## config.mk

```make
export PLATFORM = sky130hd
export DESIGN_NAME = chs_status_irq
export DESIGN_NICKNAME = d
export VERILOG_FILES = /design/src/core/chs_status_irq.v
export VERILOG_INCLUDE_DIRS = /design/src /design/src/core
export SDC_FILE = /design/constraint.sdc
export NUM_CORES = 1
export LEC_CHECK = 0
export BUFFER_PORTS_ARGS = -buffer_cell sky130_fd_sc_hd__buf_4
export CORE_MARGIN = 1
export CORE_UTILIZATION = 40
export CTS_CLUSTER_DIAMETER = 80
export DETAILED_ROUTE_END_ITERATION = 8
export SLEW_MARGIN = 20
export SYNTH_ARGS = -nofsm -noshare
export SYNTH_HDL_FRONTEND = slang
export SYNTH_SLANG_ARGS = --single-unit
```

## constraint.sdc

```tcl
create_clock -name aclk -period 10.9 [get_ports aclk]
set_input_delay 2.18 -clock aclk [delete_from_list [all_inputs] [get_ports aclk]]
set_output_delay 2.18 -clock aclk [all_outputs]
set_load 0.01 [all_outputs]
```

## src/core/chs_defs.vh

```
// Purpose: constants of the card host status and interrupt block
// Assumes: 32-bit AXI4-Lite register window, byte addresses below
// Notes:   definitions only
`ifndef CHS_DEFS_VH
`define CHS_DEFS_VH

// ----------------------------------------------------------------
// register byte offsets
// ----------------------------------------------------------------
`define CHS_OFF_STATUS 8'h00
`define CHS_OFF_IEN_SET 8'h04
`define CHS_OFF_IEN_CLR 8'h08
`define CHS_OFF_IEN_VIEW 8'h0C
`define CHS_OFF_COMMAND 8'h10
`define CHS_OFF_MODE 8'h14
`define CHS_OFF_DTIMEOUT 8'h18
`define CHS_OFF_RX_DATA 8'h1C
`define CHS_OFF_TX_DATA 8'h20
`define CHS_OFF_RX_CNT 8'h24
`define CHS_OFF_RX_NCNT 8'h28
`define CHS_OFF_TX_CNT 8'h2C
`define CHS_OFF_TX_NCNT 8'h30

// ----------------------------------------------------------------
// status bit positions (mask register shares the layout)
// ----------------------------------------------------------------
`define CHS_B_CMD_DONE 0
`define CHS_B_RX_RDY 1
`define CHS_B_TX_TAKEN 2
`define CHS_B_BLK_DONE 3
`define CHS_B_XFER_ACT 4
`define CHS_B_CARD_FREE 5
`define CHS_B_RX_CDONE 6
`define CHS_B_TX_CDONE 7
`define CHS_B_RX_ZERO 14
`define CHS_B_TX_ZERO 15
`define CHS_B_R_INDEX 16
`define CHS_B_R_DIR 17
`define CHS_B_R_CRC 18
`define CHS_B_R_END 19
`define CHS_B_R_TOUT 20
`define CHS_B_D_CRC 21
`define CHS_B_D_TOUT 22
`define CHS_B_OVERRUN 30
`define CHS_B_UNDERRUN 31
`define CHS_FLAG_MASK 32'hC07F_C0FF

// ----------------------------------------------------------------
// command, mode and time-out fields
// ----------------------------------------------------------------
`define CHS_CMD_RSP_HI 7
`define CHS_CMD_RSP_LO 6
`define CHS_CMD_LAT 12
`define CHS_CMD_TR_HI 17
`define CHS_CMD_TR_LO 16
`define CHS_TR_START 2'b01
`define CHS_MODE_DMA 0
`define CHS_DTO_CYC_HI 3
`define CHS_DTO_SCL_HI 6
`define CHS_DTO_SCL_LO 4

// ----------------------------------------------------------------
// reset values and timing counts
// ----------------------------------------------------------------
`define CHS_RST_WORD 32'h0000_0000
`define CHS_RST_CMD 32'h0000_0000
`define CHS_LAT_SHORT 7'h05
`define CHS_LAT_LONG 7'h40
`define CHS_RESP_OKAY 2'b00
`define CHS_RESP_SLVERR 2'b10

`endif

```

## src/core/chs_status_irq.v

```verilog
// Purpose: status flags, interrupt mask and register port of a
//          memory-card host controller
// Assumes: sequencer event inputs are on aclk, one-cycle pulses
// Notes:   dat0_in is a pin and is resynchronised here
//
// Contract
// - receive-ready sets when a word arrives, clears on receive-data read
// - transmit-taken stays low until the written word enters the shifter
// - block-ended sets after a write block incl CRC status; status read clears
// - DMA mode sets block-ended only on the final block, else every block
// - transfer-active follows the transfer including its CRC16 phase
// - card-free clears at response end, sets when DAT0 busy releases
// - receive-count-done sets when the receive counter reaches zero
// - transmit-count-done sets when the transmit counter reaches zero
// - receive-both-zero is high exactly when both receive counts are zero
// - transmit-both-zero is high exactly when both transmit counts are zero
// - response index mismatch sets its error; command write clears
// - missing direction bit in a response sets the direction error
// - response CRC7 failure sets its error; command write clears
// - missing response end bit sets its error; command write clears
// - no response within chosen latency sets time-out; command write clears
// - data CRC16 failure sets its error; status read clears
// - data time-out from cycles and scale sets its error; status read clears
// - lost received byte sets overrun; new transfer command clears
// - byte sent without written data sets underrun; new transfer clears
// - enable-set writes of 1 enable, enable-clear writes of 1 disable
// - mask view reads 1 for each enabled interrupt, status layout
// - command-done low during a command, set when sent, command write clears
// - latency select 0 gives 5 cycles, 1 gives 64 cycles
//
// Decided for this implementation: register access over AXI4-Lite and the address map.
`timescale 1ns/1ps
`include "chs_defs.vh"

module chs_status_irq (
    input wire aclk,
    input wire aresetn,
    input wire [7:0] s_axi_awaddr,
    input wire [2:0] s_axi_awprot,
    input wire s_axi_awvalid,
    output wire s_axi_awready,
    input wire [31:0] s_axi_wdata,
    input wire [3:0] s_axi_wstrb,
    input wire s_axi_wvalid,
    output wire s_axi_wready,
    output reg [1:0] s_axi_bresp,
    output reg s_axi_bvalid,
    input wire s_axi_bready,
    input wire [7:0] s_axi_araddr,
    input wire [2:0] s_axi_arprot,
    input wire s_axi_arvalid,
    output wire s_axi_arready,
    output reg [31:0] s_axi_rdata,
    output reg [1:0] s_axi_rresp,
    output reg s_axi_rvalid,
    input wire s_axi_rready,
    input wire cmd_sent,
    input wire resp_start,
    input wire resp_end,
    input wire resp_index_bad,
    input wire resp_dir_bad,
    input wire resp_crc_bad,
    input wire resp_endbit_bad,
    input wire rx_word_in,
    input wire [31:0] rx_word_data,
    input wire tx_word_load,
    input wire crc_status_sent,
    input wire xfer_active,
    input wire data_crc_bad,
    input wire data_wait,
    input wire rx_dma_beat,
    input wire tx_dma_beat,
    input wire dat0_in,
    output reg cmd_issue,
    output reg [31:0] cmd_word,
    output reg [31:0] tx_word,
    output reg dma_mode_sel,
    output reg irq
);

// ----------------------------------------------------------------
// declarations
// ----------------------------------------------------------------
reg [7:0] aw_addr;
reg aw_held;
reg [31:0] w_data;
reg [3:0] w_strb;
reg w_held;
reg [31:0] irq_mask;
reg [31:0] status;
reg [31:0] rx_word;
reg [3:0] data_timeout_cycles;
reg [2:0] data_timeout_scale;
reg [23:0] dto_count;
reg [23:0] dto_scale;
reg [6:0] lat_count;
reg resp_waiting;
reg cmd_done_flag, rx_word_ready, tx_word_taken, block_done_flag;
reg xfer_active_flag, card_free_flag;
reg resp_index_err, resp_dir_err, resp_crc_err, resp_endbit_err;
reg resp_timeout_err, data_crc_err, data_timeout_err;
reg rx_overrun_err, tx_underrun_err;
reg dat0_s1, dat0_s2, dat0_s3, dat0_level, dat0_prev;
reg [15:0] cnt [0:1];
reg [15:0] ncnt [0:1];
reg [1:0] cnt_done;
wire [1:0] both_zero;
wire [1:0] beat;
wire [31:0] wmask;
wire wr_fire, rd_fire, wr_hit;
wire wr_cmd_ok, new_xfer, rd_status, rd_rxdata, wr_tx;
wire [6:0] lat_limit;
wire [6:0] lat_next;
wire [23:0] dto_target;

// ----------------------------------------------------------------
// write channel: address and data taken in either order
// ----------------------------------------------------------------
assign s_axi_awready = !aw_held && !s_axi_bvalid;
assign s_axi_wready = !w_held && !s_axi_bvalid;
assign wr_fire = aw_held && w_held && !s_axi_bvalid;
assign wmask = {{8{w_strb[3]}}, {8{w_strb[2]}},
                {8{w_strb[1]}}, {8{w_strb[0]}}};
assign wr_hit = (aw_addr[1:0] == 2'b00) && (aw_addr <= `CHS_OFF_TX_NCNT)
                && (aw_addr != `CHS_OFF_STATUS)
                && (aw_addr != `CHS_OFF_IEN_VIEW)
                && (aw_addr != `CHS_OFF_RX_DATA);

always @(posedge aclk) begin
    if (!aresetn) begin
        aw_held <= 1'b0;
        w_held <= 1'b0;
        aw_addr <= 8'h00;
        w_data <= `CHS_RST_WORD;
        w_strb <= 4'h0;
        s_axi_bvalid <= 1'b0;
        s_axi_bresp <= `CHS_RESP_OKAY;
    end else begin
        if (s_axi_awvalid && s_axi_awready) begin
            aw_held <= 1'b1;
            aw_addr <= s_axi_awaddr;
        end
        if (s_axi_wvalid && s_axi_wready) begin
            w_held <= 1'b1;
            w_data <= s_axi_wdata;
            w_strb <= s_axi_wstrb;
        end
        if (wr_fire) begin
            aw_held <= 1'b0;
            w_held <= 1'b0;
            s_axi_bvalid <= 1'b1;
            s_axi_bresp <= wr_hit ? `CHS_RESP_OKAY : `CHS_RESP_SLVERR;
        end else if (s_axi_bvalid && s_axi_bready) begin
            s_axi_bvalid <= 1'b0;
        end
    end
end
// command writes are ignored while a command is still running
assign wr_cmd_ok = wr_fire && (aw_addr == `CHS_OFF_COMMAND)
                   && cmd_done_flag;
assign new_xfer = wr_cmd_ok &&
    (w_data[`CHS_CMD_TR_HI:`CHS_CMD_TR_LO] == `CHS_TR_START);
assign wr_tx = wr_fire && (aw_addr == `CHS_OFF_TX_DATA);

// ----------------------------------------------------------------
// read channel: one read at a time, answer one cycle after accept
// ----------------------------------------------------------------
assign s_axi_arready = !s_axi_rvalid;
assign rd_fire = s_axi_arvalid && s_axi_arready;
assign rd_status = rd_fire && (s_axi_araddr == `CHS_OFF_STATUS);
assign rd_rxdata = rd_fire && (s_axi_araddr == `CHS_OFF_RX_DATA);

always @(posedge aclk) begin
    if (!aresetn) begin
        s_axi_rvalid <= 1'b0;
        s_axi_rdata <= `CHS_RST_WORD;
        s_axi_rresp <= `CHS_RESP_OKAY;
    end else if (rd_fire) begin
        s_axi_rvalid <= 1'b1;
        s_axi_rresp <= `CHS_RESP_OKAY;
        case (s_axi_araddr)
            `CHS_OFF_STATUS: s_axi_rdata <= status;
            `CHS_OFF_IEN_VIEW: s_axi_rdata <= irq_mask;
            `CHS_OFF_MODE: s_axi_rdata <= {31'h0, dma_mode_sel};
            `CHS_OFF_DTIMEOUT: s_axi_rdata <= {25'h0, data_timeout_scale,
                                               data_timeout_cycles};
            `CHS_OFF_RX_DATA: s_axi_rdata <= rx_word;
            `CHS_OFF_RX_CNT: s_axi_rdata <= {16'h0, cnt[0]};
            `CHS_OFF_RX_NCNT: s_axi_rdata <= {16'h0, ncnt[0]};
            `CHS_OFF_TX_CNT: s_axi_rdata <= {16'h0, cnt[1]};
            `CHS_OFF_TX_NCNT: s_axi_rdata <= {16'h0, ncnt[1]};
            default: begin
                s_axi_rdata <= `CHS_RST_WORD;
                s_axi_rresp <= `CHS_RESP_SLVERR;
            end
        endcase
    end else if (s_axi_rready) begin
        s_axi_rvalid <= 1'b0;
    end
end

// ----------------------------------------------------------------
// control registers and interrupt mask
// ----------------------------------------------------------------
always @(posedge aclk) begin
    if (!aresetn) begin
        irq_mask <= `CHS_RST_WORD;
        cmd_word <= `CHS_RST_CMD;
        tx_word <= `CHS_RST_WORD;
        dma_mode_sel <= 1'b0;
        data_timeout_cycles <= 4'h0;
        data_timeout_scale <= 3'h0;
        cmd_issue <= 1'b0;
        irq <= 1'b0;
    end else begin
        cmd_issue <= wr_cmd_ok;
        if (wr_fire && aw_addr == `CHS_OFF_IEN_SET)
            irq_mask <= irq_mask | (w_data & wmask & `CHS_FLAG_MASK);
        else if (wr_fire && aw_addr == `CHS_OFF_IEN_CLR)
            irq_mask <= irq_mask & ~(w_data & wmask);
        if (wr_cmd_ok)
            cmd_word <= (cmd_word & ~wmask) | (w_data & wmask);
        if (wr_tx)
            tx_word <= (tx_word & ~wmask) | (w_data & wmask);
        if (wr_fire && aw_addr == `CHS_OFF_MODE && w_strb[0])
            dma_mode_sel <= w_data[`CHS_MODE_DMA];
        if (wr_fire && aw_addr == `CHS_OFF_DTIMEOUT && w_strb[0]) begin
            data_timeout_cycles <= w_data[`CHS_DTO_CYC_HI:0];
            data_timeout_scale <=
                w_data[`CHS_DTO_SCL_HI:`CHS_DTO_SCL_LO];
        end
        irq <= |(status & irq_mask);
    end
end

// ----------------------------------------------------------------
// dat0 pin: three stages, a change counts when stages 2 and 3 agree
// ----------------------------------------------------------------
always @(posedge aclk) begin
    if (!aresetn) begin
        dat0_s1 <= 1'b1;
        dat0_s2 <= 1'b1;
        dat0_s3 <= 1'b1;
        dat0_level <= 1'b1;
        dat0_prev <= 1'b1;
    end else begin
        dat0_s1 <= dat0_in;
        dat0_s2 <= dat0_s1;
        dat0_s3 <= dat0_s2;
        if (dat0_s2 == dat0_s3)
            dat0_level <= dat0_s3;
        dat0_prev <= dat0_level;
    end
end

// ----------------------------------------------------------------
// transfer counters, receive at index 0, transmit at index 1
// ----------------------------------------------------------------
assign beat = {tx_dma_beat, rx_dma_beat};

genvar i;
generate
    for (i = 0; i < 2; i = i + 1) begin : g_chan
        wire wr_cnt;
        wire wr_ncnt;
        assign wr_cnt = wr_fire && (aw_addr ==
            ((i == 0) ? `CHS_OFF_RX_CNT : `CHS_OFF_TX_CNT));
        assign wr_ncnt = wr_fire && (aw_addr ==
            ((i == 0) ? `CHS_OFF_RX_NCNT : `CHS_OFF_TX_NCNT));
        assign both_zero[i] = (cnt[i] == 16'h0000) &&
                              (ncnt[i] == 16'h0000);
        always @(posedge aclk) begin
            if (!aresetn) begin
                cnt[i] <= 16'h0000;
                ncnt[i] <= 16'h0000;
                cnt_done[i] <= 1'b0;
            end else begin
                if (wr_cnt)
                    cnt[i] <= (cnt[i] & ~wmask[15:0]) |
                              (w_data[15:0] & wmask[15:0]);
                else if (beat[i] && cnt[i] == 16'h0001)
                    cnt[i] <= ncnt[i];
                else if (beat[i] && cnt[i] != 16'h0000)
                    cnt[i] <= cnt[i] - 16'h0001;
                if (wr_ncnt)
                    ncnt[i] <= (ncnt[i] & ~wmask[15:0]) |
                               (w_data[15:0] & wmask[15:0]);
                else if (beat[i] && cnt[i] == 16'h0001 && !wr_cnt)
                    ncnt[i] <= 16'h0000;
                // a counter reaching zero beats a same-cycle ncnt write; a same-cycle cnt write wins
                if (beat[i] && cnt[i] == 16'h0001 && !wr_cnt)
                    cnt_done[i] <= 1'b1;
                else if (wr_cnt || wr_ncnt)
                    cnt_done[i] <= 1'b0;
            end
        end
    end
endgenerate

// ----------------------------------------------------------------
// response latency and data time-out counters
// ----------------------------------------------------------------
assign lat_limit = cmd_word[`CHS_CMD_LAT] ?
                   `CHS_LAT_LONG : `CHS_LAT_SHORT;
assign lat_next = lat_count + 7'h01;

always @* begin
    case (data_timeout_scale)
        3'd0: dto_scale = 24'h00_0001;
        3'd1: dto_scale = 24'h00_0010;
        3'd2: dto_scale = 24'h00_0080;
        3'd3: dto_scale = 24'h00_0100;
        3'd4: dto_scale = 24'h00_0400;
        3'd5: dto_scale = 24'h00_1000;
        3'd6: dto_scale = 24'h01_0000;
        default: dto_scale = 24'h10_0000;
    endcase
end
assign dto_target = dto_scale * {20'h0_0000, data_timeout_cycles};

always @(posedge aclk) begin
    if (!aresetn) begin
        resp_waiting <= 1'b0;
        lat_count <= 7'h00;
        dto_count <= 24'h00_0000;
    end else begin
        if (cmd_sent &&
            cmd_word[`CHS_CMD_RSP_HI:`CHS_CMD_RSP_LO] != 2'b00) begin
            resp_waiting <= 1'b1;
            lat_count <= 7'h00;
        end else if (resp_start || (resp_waiting && lat_next >= lat_limit))
        begin
            resp_waiting <= 1'b0;
        end else if (resp_waiting) begin
            lat_count <= lat_next;
        end
        // saturating, so a stalled wait cannot wrap round to zero
        if (!data_wait)
            dto_count <= 24'h00_0000;
        else if (dto_count < dto_target)
            dto_count <= dto_count + 24'h00_0001;
    end
end

// ----------------------------------------------------------------
// status flags: a set in the clearing cycle always wins
// ----------------------------------------------------------------
always @(posedge aclk) begin
    if (!aresetn) begin
        cmd_done_flag <= 1'b1;
        rx_word_ready <= 1'b0;
        rx_word <= `CHS_RST_WORD;
        tx_word_taken <= 1'b1;
        block_done_flag <= 1'b0;
        xfer_active_flag <= 1'b0;
        card_free_flag <= 1'b1;
        resp_index_err <= 1'b0;
        resp_dir_err <= 1'b0;
        resp_crc_err <= 1'b0;
        resp_endbit_err <= 1'b0;
        resp_timeout_err <= 1'b0;
        data_crc_err <= 1'b0;
        data_timeout_err <= 1'b0;
        rx_overrun_err <= 1'b0;
        tx_underrun_err <= 1'b0;
    end else begin
        if (cmd_sent)
            cmd_done_flag <= 1'b1;
        else if (wr_cmd_ok)
            cmd_done_flag <= 1'b0;
        if (rx_word_in) begin
            rx_word_ready <= 1'b1;
            rx_word <= rx_word_data;
        end else if (rd_rxdata) begin
            rx_word_ready <= 1'b0;
        end
        if (tx_word_load)
            tx_word_taken <= 1'b1;
        else if (wr_tx)
            tx_word_taken <= 1'b0;
        if (crc_status_sent && (!dma_mode_sel || both_zero[1]))
            block_done_flag <= 1'b1;
        else if (rd_status)
            block_done_flag <= 1'b0;
        xfer_active_flag <= xfer_active;
        // busy release seen on dat0, driven low by the card
        if (dat0_level && !dat0_prev)
            card_free_flag <= 1'b1;
        else if (resp_end)
            card_free_flag <= 1'b0;
        if (resp_index_bad)
            resp_index_err <= 1'b1;
        else if (wr_cmd_ok)
            resp_index_err <= 1'b0;
        if (resp_dir_bad)
            resp_dir_err <= 1'b1;
        else if (wr_cmd_ok)
            resp_dir_err <= 1'b0;
        if (resp_crc_bad)
            resp_crc_err <= 1'b1;
        else if (wr_cmd_ok)
            resp_crc_err <= 1'b0;
        if (resp_endbit_bad)
            resp_endbit_err <= 1'b1;
        else if (wr_cmd_ok)
            resp_endbit_err <= 1'b0;
        if (resp_waiting && !resp_start && lat_next >= lat_limit)
            resp_timeout_err <= 1'b1;
        else if (wr_cmd_ok)
            resp_timeout_err <= 1'b0;
        if (data_crc_bad)
            data_crc_err <= 1'b1;
        else if (rd_status)
            data_crc_err <= 1'b0;
        if (data_wait && dto_count >= dto_target)
            data_timeout_err <= 1'b1;
        else if (rd_status)
            data_timeout_err <= 1'b0;
        if (rx_word_in && rx_word_ready && !rd_rxdata)
            rx_overrun_err <= 1'b1;
        else if (new_xfer)
            rx_overrun_err <= 1'b0;
        if (tx_word_load && tx_word_taken)
            tx_underrun_err <= 1'b1;
        else if (new_xfer)
            tx_underrun_err <= 1'b0;
    end
end

always @* begin
    status = 32'h0000_0000;
    status[`CHS_B_CMD_DONE] = cmd_done_flag;
    status[`CHS_B_RX_RDY] = rx_word_ready;
    status[`CHS_B_TX_TAKEN] = tx_word_taken;
    status[`CHS_B_BLK_DONE] = block_done_flag;
    status[`CHS_B_XFER_ACT] = xfer_active_flag;
    status[`CHS_B_CARD_FREE] = card_free_flag;
    status[`CHS_B_RX_CDONE] = cnt_done[0];
    status[`CHS_B_TX_CDONE] = cnt_done[1];
    status[`CHS_B_RX_ZERO] = both_zero[0];
    status[`CHS_B_TX_ZERO] = both_zero[1];
    status[`CHS_B_R_INDEX] = resp_index_err;
    status[`CHS_B_R_DIR] = resp_dir_err;
    status[`CHS_B_R_CRC] = resp_crc_err;
    status[`CHS_B_R_END] = resp_endbit_err;
    status[`CHS_B_R_TOUT] = resp_timeout_err;
    status[`CHS_B_D_CRC] = data_crc_err;
    status[`CHS_B_D_TOUT] = data_timeout_err;
    status[`CHS_B_OVERRUN] = rx_overrun_err;
    status[`CHS_B_UNDERRUN] = tx_underrun_err;
end

endmodule // chs_status_irq

```

==> impl_results.md, run 1 <==
- First-pass GRT wire length: 86.13 mm
- Clock Sinks: between 300 and 400
- Status: completed
- Die area: ~43000 um^2
- Reg-to-Reg End: dto_count[7]
- Synth-to-layout area growth: 19.07%
- Mean post-synth cell area: approximately 8.5 um^2
- Largest net degree at the start of global routing: ~100
- Initial antenna violation count: 3
- Multi-input gate area: approximately 8900 um^2
- Post-Place Cells: ~2.6k
- Register Area: about 7400 um^2
- Hold path start: dat0_s1
- Routability cong.: 0.9311
- Netlist cell types: slightly below 90
- Number of buffers created by CTS: 40
- Ports: 221
- H-tree depth: 2
- Final Hold Vio Count: 0
- Total global-route track usage: approximately a quarter
- Worst reg2reg path depth: 20
- Setup TNS: 0 ns
- I/O Buffers: ~210
- Routed Antenna Nets: 0
- Max Slew Vio Count: 0
- WS Path Type: reg2reg
- Worst hold path type: reg2reg
- Row count: 75
- Post-DP HPWL: 40.09 mm
- Hold-critical path endpoint: dat0_s2
- Share of layout cells above drive strength 1: approximately 16%
- Starting DRT DRC Count: ~1.6k
- Mapped Area: approximately 17000 um^2
- YS warnings: 0
- Worst path required time: 11.38 ns
- Worst skew pair latency: roughly 0.58 ns
- Max stage delay on crit path: around 0.76 ns
- Crit start category: register
- R2R Setup Slk: 5.32 ns
- CTS resizes: 0
- Worst vdd ir: ~0.11 mV
- Die X: 208.1 um
- Asr flop ratio synth: 0%
- Seq/Total Area, Yosys: a little over two fifths
- Final net count: ~2.3k
- First-pass iteration count of the detailed router: 8
- Max Freq: approximately 180 MHz
- Leakage: 0.007767 uW
- Clk root buf: clkbuf_16
- Initial core utilization: roughly 40%
- Clk pin slew, worst setup/hold paths: ~0.06 ns
- Reg-to-reg startpoint: data_timeout_scale[0]
- Fillcell total: roughly 4k
- Die Y: around 210 um
- Fin cells: 2697
- Most frequent CP cell: ha_1
- Vias per inst: roughly 5.9
- Maxcap violations: 0
- RSZ-0062 raised after global routing: no
- Routed wire length: about 56 mm
- Final setup fails: 0
- Crit end category: register
- Seq cells post-synth: around 340
- Setup Skew: approximately 0.019 ns
- Clock Path Buffers: 3
- GRT overflow: 0
- Pwr/cell area: ~150 nW/um^2
- TritonCTS clock tree: built
- Worst-Margin Slew: between 1 and 1.5 ns
- Rel. slew slack: ~24%
- Syn Inst Count: roughly 2k
- Final Critical Period: approximately 5.6 ns
- DRC: 0
- Worst EP arrival: 6.06 ns
- Prevailing post-synth register cell: dfxtp_1
- Core ar.: ~42000 um^2
- Post-synth EDFFs: 64
- CP Max Fanout: 44
- WL per Instance: 20.78 um
- Hold Buf Count CTS: 0
- Vias: roughly 16k
- Slowest cell on crit path: dfxtp_1
- Vias in the first global route: 14.57k
- WHS Path Cells: 1
- Cell Chain, Critical Path: nand2b_1 > nor2_1 > ha_1 > inv_1 > fa_1 > inv_1 > ha_1 > nor3b_1 > o21a_1 > o21ai_0 > a21bo_2 > nand2_1 > xor2_1 > ha_1 > and4_1 > and3_1 > a221oi_2 > nand2_2 > or4_1 > a21oi_1
- Final Cycle Share: between 50% and 60%
- # Post-CTS Setup Buffers: 0
[cell usage after synthesis (7+ instances only)]
cell        n  area share (%)
o41ai_1     9            0.46
clkbuf_1   88             1.9
and3_1     16            0.59
a31oi_1    15            0.55
a221oi_1   28             1.4
nand2b_1   70             2.6
a22o_1      9            0.46
xor2_1     23             1.2
dfxtp_1   274              32
or4_1      13            0.57
nand2_1   269             5.9
a211oi_1   25             1.1
o21ai_0    68             2.0
buf_1       9            0.20
a21oi_1   229             6.7
a222oi_1   12            0.71
mux2i_1    55             3.2
nand4_1    22            0.81
buf_2      29            0.85
nor2_1    182             4.0
nand3b_1    8            0.35
ha_1       47             3.5
nor4_1     16            0.59
inv_1      37            0.82
o31ai_1    13            0.57
xnor2_1    16            0.83
nor2b_1     8            0.29
nor3_1     31            0.91
a22oi_1    28             1.2
a21o_1      8            0.35
edfxtp_1   64              11
and2_1     11            0.41
o311ai_0    7            0.36
nand3_1   132             3.9
[worst max path at each step]
stage,startpoint,end,slack (ns),depth (start not counted)
5_1_grt,data_timeout_scale[0],dto_count[10],4.93,20
6_report,data_timeout_scale[0],dto_count[7],5.32,20
4_1_cts,data_timeout_scale[0],dto_count[20],5.15,20
3_5_place_dp,data_timeout_scale[0],dto_count[20],5.18,20
3_3_place_gp,data_timeout_scale[0],dto_count[22],5.27,20
2_1_floorplan,data_timeout_scale[1],dto_count[10],6.31,23
[final cells by class]
type	count	area share (%)
Tap cell	539	3.335
Clock buffer	59	5.804
Clock inverter	13	1.033
Sequential cell	338	36.64
Multi-Input combinational cell	1481	43.96
Timing Repair Buffer	229	8.502
Antenna cell	1	0.01238
Inverter	37	0.7116
[critical path: cells and delay by family, from the launching register on]
family	cells	cell delay, ns
AO/OA/AOI/OAI	5	1.14
adder cells (fa/ha/maj)	4	1.19
AND/OR/NAND/NOR	8	2.10
flip-flops	1	0.76
buffers and inverters	2	0.11
XOR/XNOR	1	0.16
[metal layers]
| metal | up-vias | track usage (%) | wire (um) |
|---|---|---|---|
| met1 | 7532 | 36.02 | 25390 |
| met4 | 4 | 7.637 | 1297 |
| li1 | 7481 | - | - |
| met2 | 696 | 37.75 | 23910 |
| met3 | 85 | 6.279 | 5409 |
| met5 | - | 0 | 34 |
[placed cells by master, fill, tap and decap left out, types with 55 or more instances in the layout]
cell type    n
nand3_1    132
edfxtp_1    64
nand2b_1    70
nand2_1    269
buf_4      229
a21oi_1    229
dfxtp_1    272
mux2i_1     55
o21ai_0     68
nor2_1     181
[power by group]
group | internal, uW | total (uW) | switching [uW]
Clock | 847 | 1410 | 559
Combinational | 92.1 | 226 | 134
Sequential | 1310 | 1370 | 59.4
[cell families (layout without fill, tap and decap cells)]
| logic type | after synthesis | in the layout | synth area share (%) |
|---|---|---|---|
| DFF | 338 | 338 | 43.62 |
| other | 1 | 3 | 0.02208 |
| AOI/OAI and AO/OA | 504 | 504 | 18.86 |
| muxes | 58 | 58 | 3.441 |
| and+or+nand+nor | 828 | 828 | 24.00 |
| buffers and inverters | 172 | 338 | 4.236 |
| adders and majority gates | 50 | 50 | 3.816 |
| xor gates and xnor gates | 39 | 39 | 2.011 |
[per-stage QoR]
| step | util, % | setup WS (ns) | hold slack, ns | total power [uW] | instance area (um^2) |
|---|---|---|---|---|---|
| global placement | 44.86 | 5.266 | 0.3969 | 1618 | 18820 |
| floorplan | - | 6.311 | 0.3863 | 1522 | 16990 |
| global route | 48.21 | 4.931 | 0.4544 | 3106 | 20220 |
| CTS | 48.17 | 5.155 | 0.4295 | 3027 | 20210 |
| finish | 48.21 | 5.324 | 0.4180 | 3006 | 20220 |
| detailed placement | 44.88 | 5.181 | 0.4159 | 1622 | 18820 |
No activity file was read; power rests on OpenSTA's default activity.
==> inputs of run 2 (changes only) <==
- clock period: 10.9 -> 5.1 ns (I/O delays scaled with it)
==> run 2 against run 1 <==
Against the previous run: highest routed layer unchanged; fmax up 18%; sequential power up 110%; critical path type unchanged; core utilization about the same; flip-flop and latch count unchanged; critical endpoint is now dto_count[19]; largest cell class unchanged; clock power up 96%; wire length up 1.7%; global-route usage up 0.50 points; via count up 0.79%.
==> impl_results.md, run 2 (synthesis gave the netlist of run 1 again) <==
- Final Hold Vio Count: 0 (unchanged)
- First-pass GRT wire length: 88.38 mm (was 86.13 mm)
- Leakage: 0.007780 uW (was 0.007767 uW)
- Row count: 75 (unchanged)
- TritonCTS clock tree: built (unchanged)
- CP Max Fanout: 34 (was 44)
- Clock Path Buffers: 3 (unchanged)
- Number of buffers created by CTS: 39 (was 40)
- Crit end category: register (unchanged)
- Worst EP arrival: 5.22 ns (was 6.06 ns)
- Final Critical Period: 4.741 ns (was 5.576 ns)
- Worst hold path type: reg2reg (unchanged)
- Post-DP HPWL: 40.84 mm (was 40.09 mm)
- Setup Skew: 0.02519 ns (was 0.01880 ns)
- I/O Buffers: 212 (unchanged)
- Largest net degree at the start of global routing: 191 (was 99)
- Rel. slew slack: 25.54% (was 24.02%)
- Setup TNS: 0 ns (unchanged)
- Register Area: 7411 um^2 (was 7410 um^2)
- Fillcell total: 4023 (was 4009)
- Worst-Margin Slew: 1.107 ns (was 1.140 ns)
- Final Cycle Share: 92.97% (was 51.16%)
- Max Slew Vio Count: 0 (unchanged)
- R2R Setup Slk: 0.36 ns (was 5.32 ns)
- Clock Sinks: 338 (unchanged)
- Die X: 208.1 um (unchanged)
- H-tree depth: 2 (unchanged)
- WL per Instance: 21.07 um (was 20.78 um)
- DRC: 0 (unchanged)
- Ports: 221 (unchanged)
- Reg-to-reg startpoint: data_timeout_scale[0] (unchanged)
- Synth-to-layout area growth: 19.02% (was 19.07%)
- Crit start category: register (unchanged)
- Die area: 43280 um^2 (unchanged)
- Clk root buf: clkbuf_16 (unchanged)
- Core ar.: 41950 um^2 (unchanged)
- Worst path required time: 5.58 ns (was 11.38 ns)
- Total global-route track usage: 25.86% (was 25.36%)
- Final net count: 2301 (was 2290)
- Hold path start: dat0_s1 (unchanged)
- Vias in the first global route: 15.06k (was 14.57k)
- Routed Antenna Nets: 0 (unchanged)
- Worst skew pair latency: 0.58 ns (about the same)
- Starting DRT DRC Count: 1588 (was 1629)
- Commonest non-fill, non-tap cells in the layout: 271 x dfxtp_1, 269 x nand2_1, 239 x buf_4 (was 272 x dfxtp_1, 269 x nand2_1, 229 x a21oi_1, 229 x buf_4, 181 x nor2_1)
- Post-Place Cells: 2636 (was 2624)
- Vias: 15.92k (was 15.80k)
- Initial core utilization: 40.49% (unchanged)
- Routability cong.: 0.9309 (was 0.9311)
- Setup crit start: data_timeout_scale[0] (unchanged)
- Share of layout cells above drive strength 1: 15.99% (was 15.53%)
- Multi-input gate area: 8892 um^2 (was 8889 um^2)
- Final setup fails: 0 (unchanged)
- Status: completed (unchanged)
- WS Path Type: reg2reg (unchanged)
- Pwr/cell area: 306.0 nW/um^2 (was 148.7 nW/um^2)
- Vias per inst: 5.889 (was 5.858)
- Worst vdd ir: 0.2323 mV (was 0.1112 mV)
- Routed wire length: 56.98 mm (was 56.04 mm)
- Max Freq: 210.9 MHz (was 179.3 MHz)
- Initial antenna violation count: 3 (unchanged)
- Clk pin slew, worst setup/hold paths: 0.06 ns (about the same)
- GRT overflow: 0 (unchanged)
- Fin cells: 2704 (was 2697)
- Commonest non-fill, non-tap cell in the layout: dfxtp_1 (unchanged)
- Final Core Density: 48.18% (was 48.21%)
- RSZ-0062 raised after global routing: no (unchanged)
- Hold Buf Count CTS: 0 (unchanged)
- First-pass iteration count of the detailed router: 6 (was 8)
- Die Y: 208.1 um (unchanged)
- Maxcap violations: 0 (unchanged)
[run 2: worst paths after layout]
check,to,cells past startpoint
worst min register to register,dat0_s2,1
worst max-delay path,dto_count[19],20
worst min-delay path,dat0_s2,1
worst max register to register,dto_count[19],20
[run 2: what timing repair did]
item | in CTS | in global routing
setup buffers | 0 | 0
resized for setup | 0 | 7
endpoints found under the setup margin | 0 | 15
[run 2: where the power goes]
part           internal (uW)  switching [uW]  total (uW)  leakage [uW]
registers               2810             135        2940       0.00290
clock network           1580            1180        2760      0.000617
logic                    198             283         481       0.00426
[run 2: final cells by class]
type	count	area share (%)
diodes	1	0.01238
flip-flops and latches	338	36.67
repair buffers	241	9.075
clock buffers	57	5.720
multi-input cells	1481	44.00
clock inverters	10	0.4829
inverters	37	0.7119
well taps	539	3.337
[run 2: metrics by stage]
step / instance area (um^2) / power, uW / hold WS, ns / setup WS, ns
floorplan: 16990 / 3253 / 0.3863 / 0.5109
global placement: 18930 / 3462 / 0.4104 / 0.2827
detailed placement: 18930 / 3471 / 0.4159 / 0.2582
CTS: 20190 / 6223 / 0.4240 / 0.2257
global route: 20210 / 6395 / 0.4376 / 0.01269
finish: 20210 / 6185 / 0.4175 / 0.3585
[run 2: critical path: stages (launching register included)]
cell and delay (ns):
dfxtp_1 0.39, buf_4 0.20, nand2_1 0.11, nor2_1 0.13, ha_1 0.24, ha_1 0.30
ha_1 0.33, nand2b_1 0.08, o21bai_1 0.19, a21oi_2 0.10, o21a_1 0.22, o21a_1 0.18
o21ai_0 0.23, ha_1 0.29, and4_1 0.21, and3_1 0.19, a221oi_2 0.28, nand2_2 0.12
buf_12 0.18, or4_1 0.50, a21oi_1 0.16
[run 2: per-layer routing]
metal / track usage [%] / share of wire (%) / routed length [um] / vias up
met5: 0 / 0.056 / 32 / -
met4: 7.612 / 2.8 / 1573 / 4
met3: 7.019 / 10 / 5928 / 121
met2: 38.58 / 43 / 24260 / 781
met1: 36.34 / 44 / 25180 / 7517
li1: - / - / - / 7500
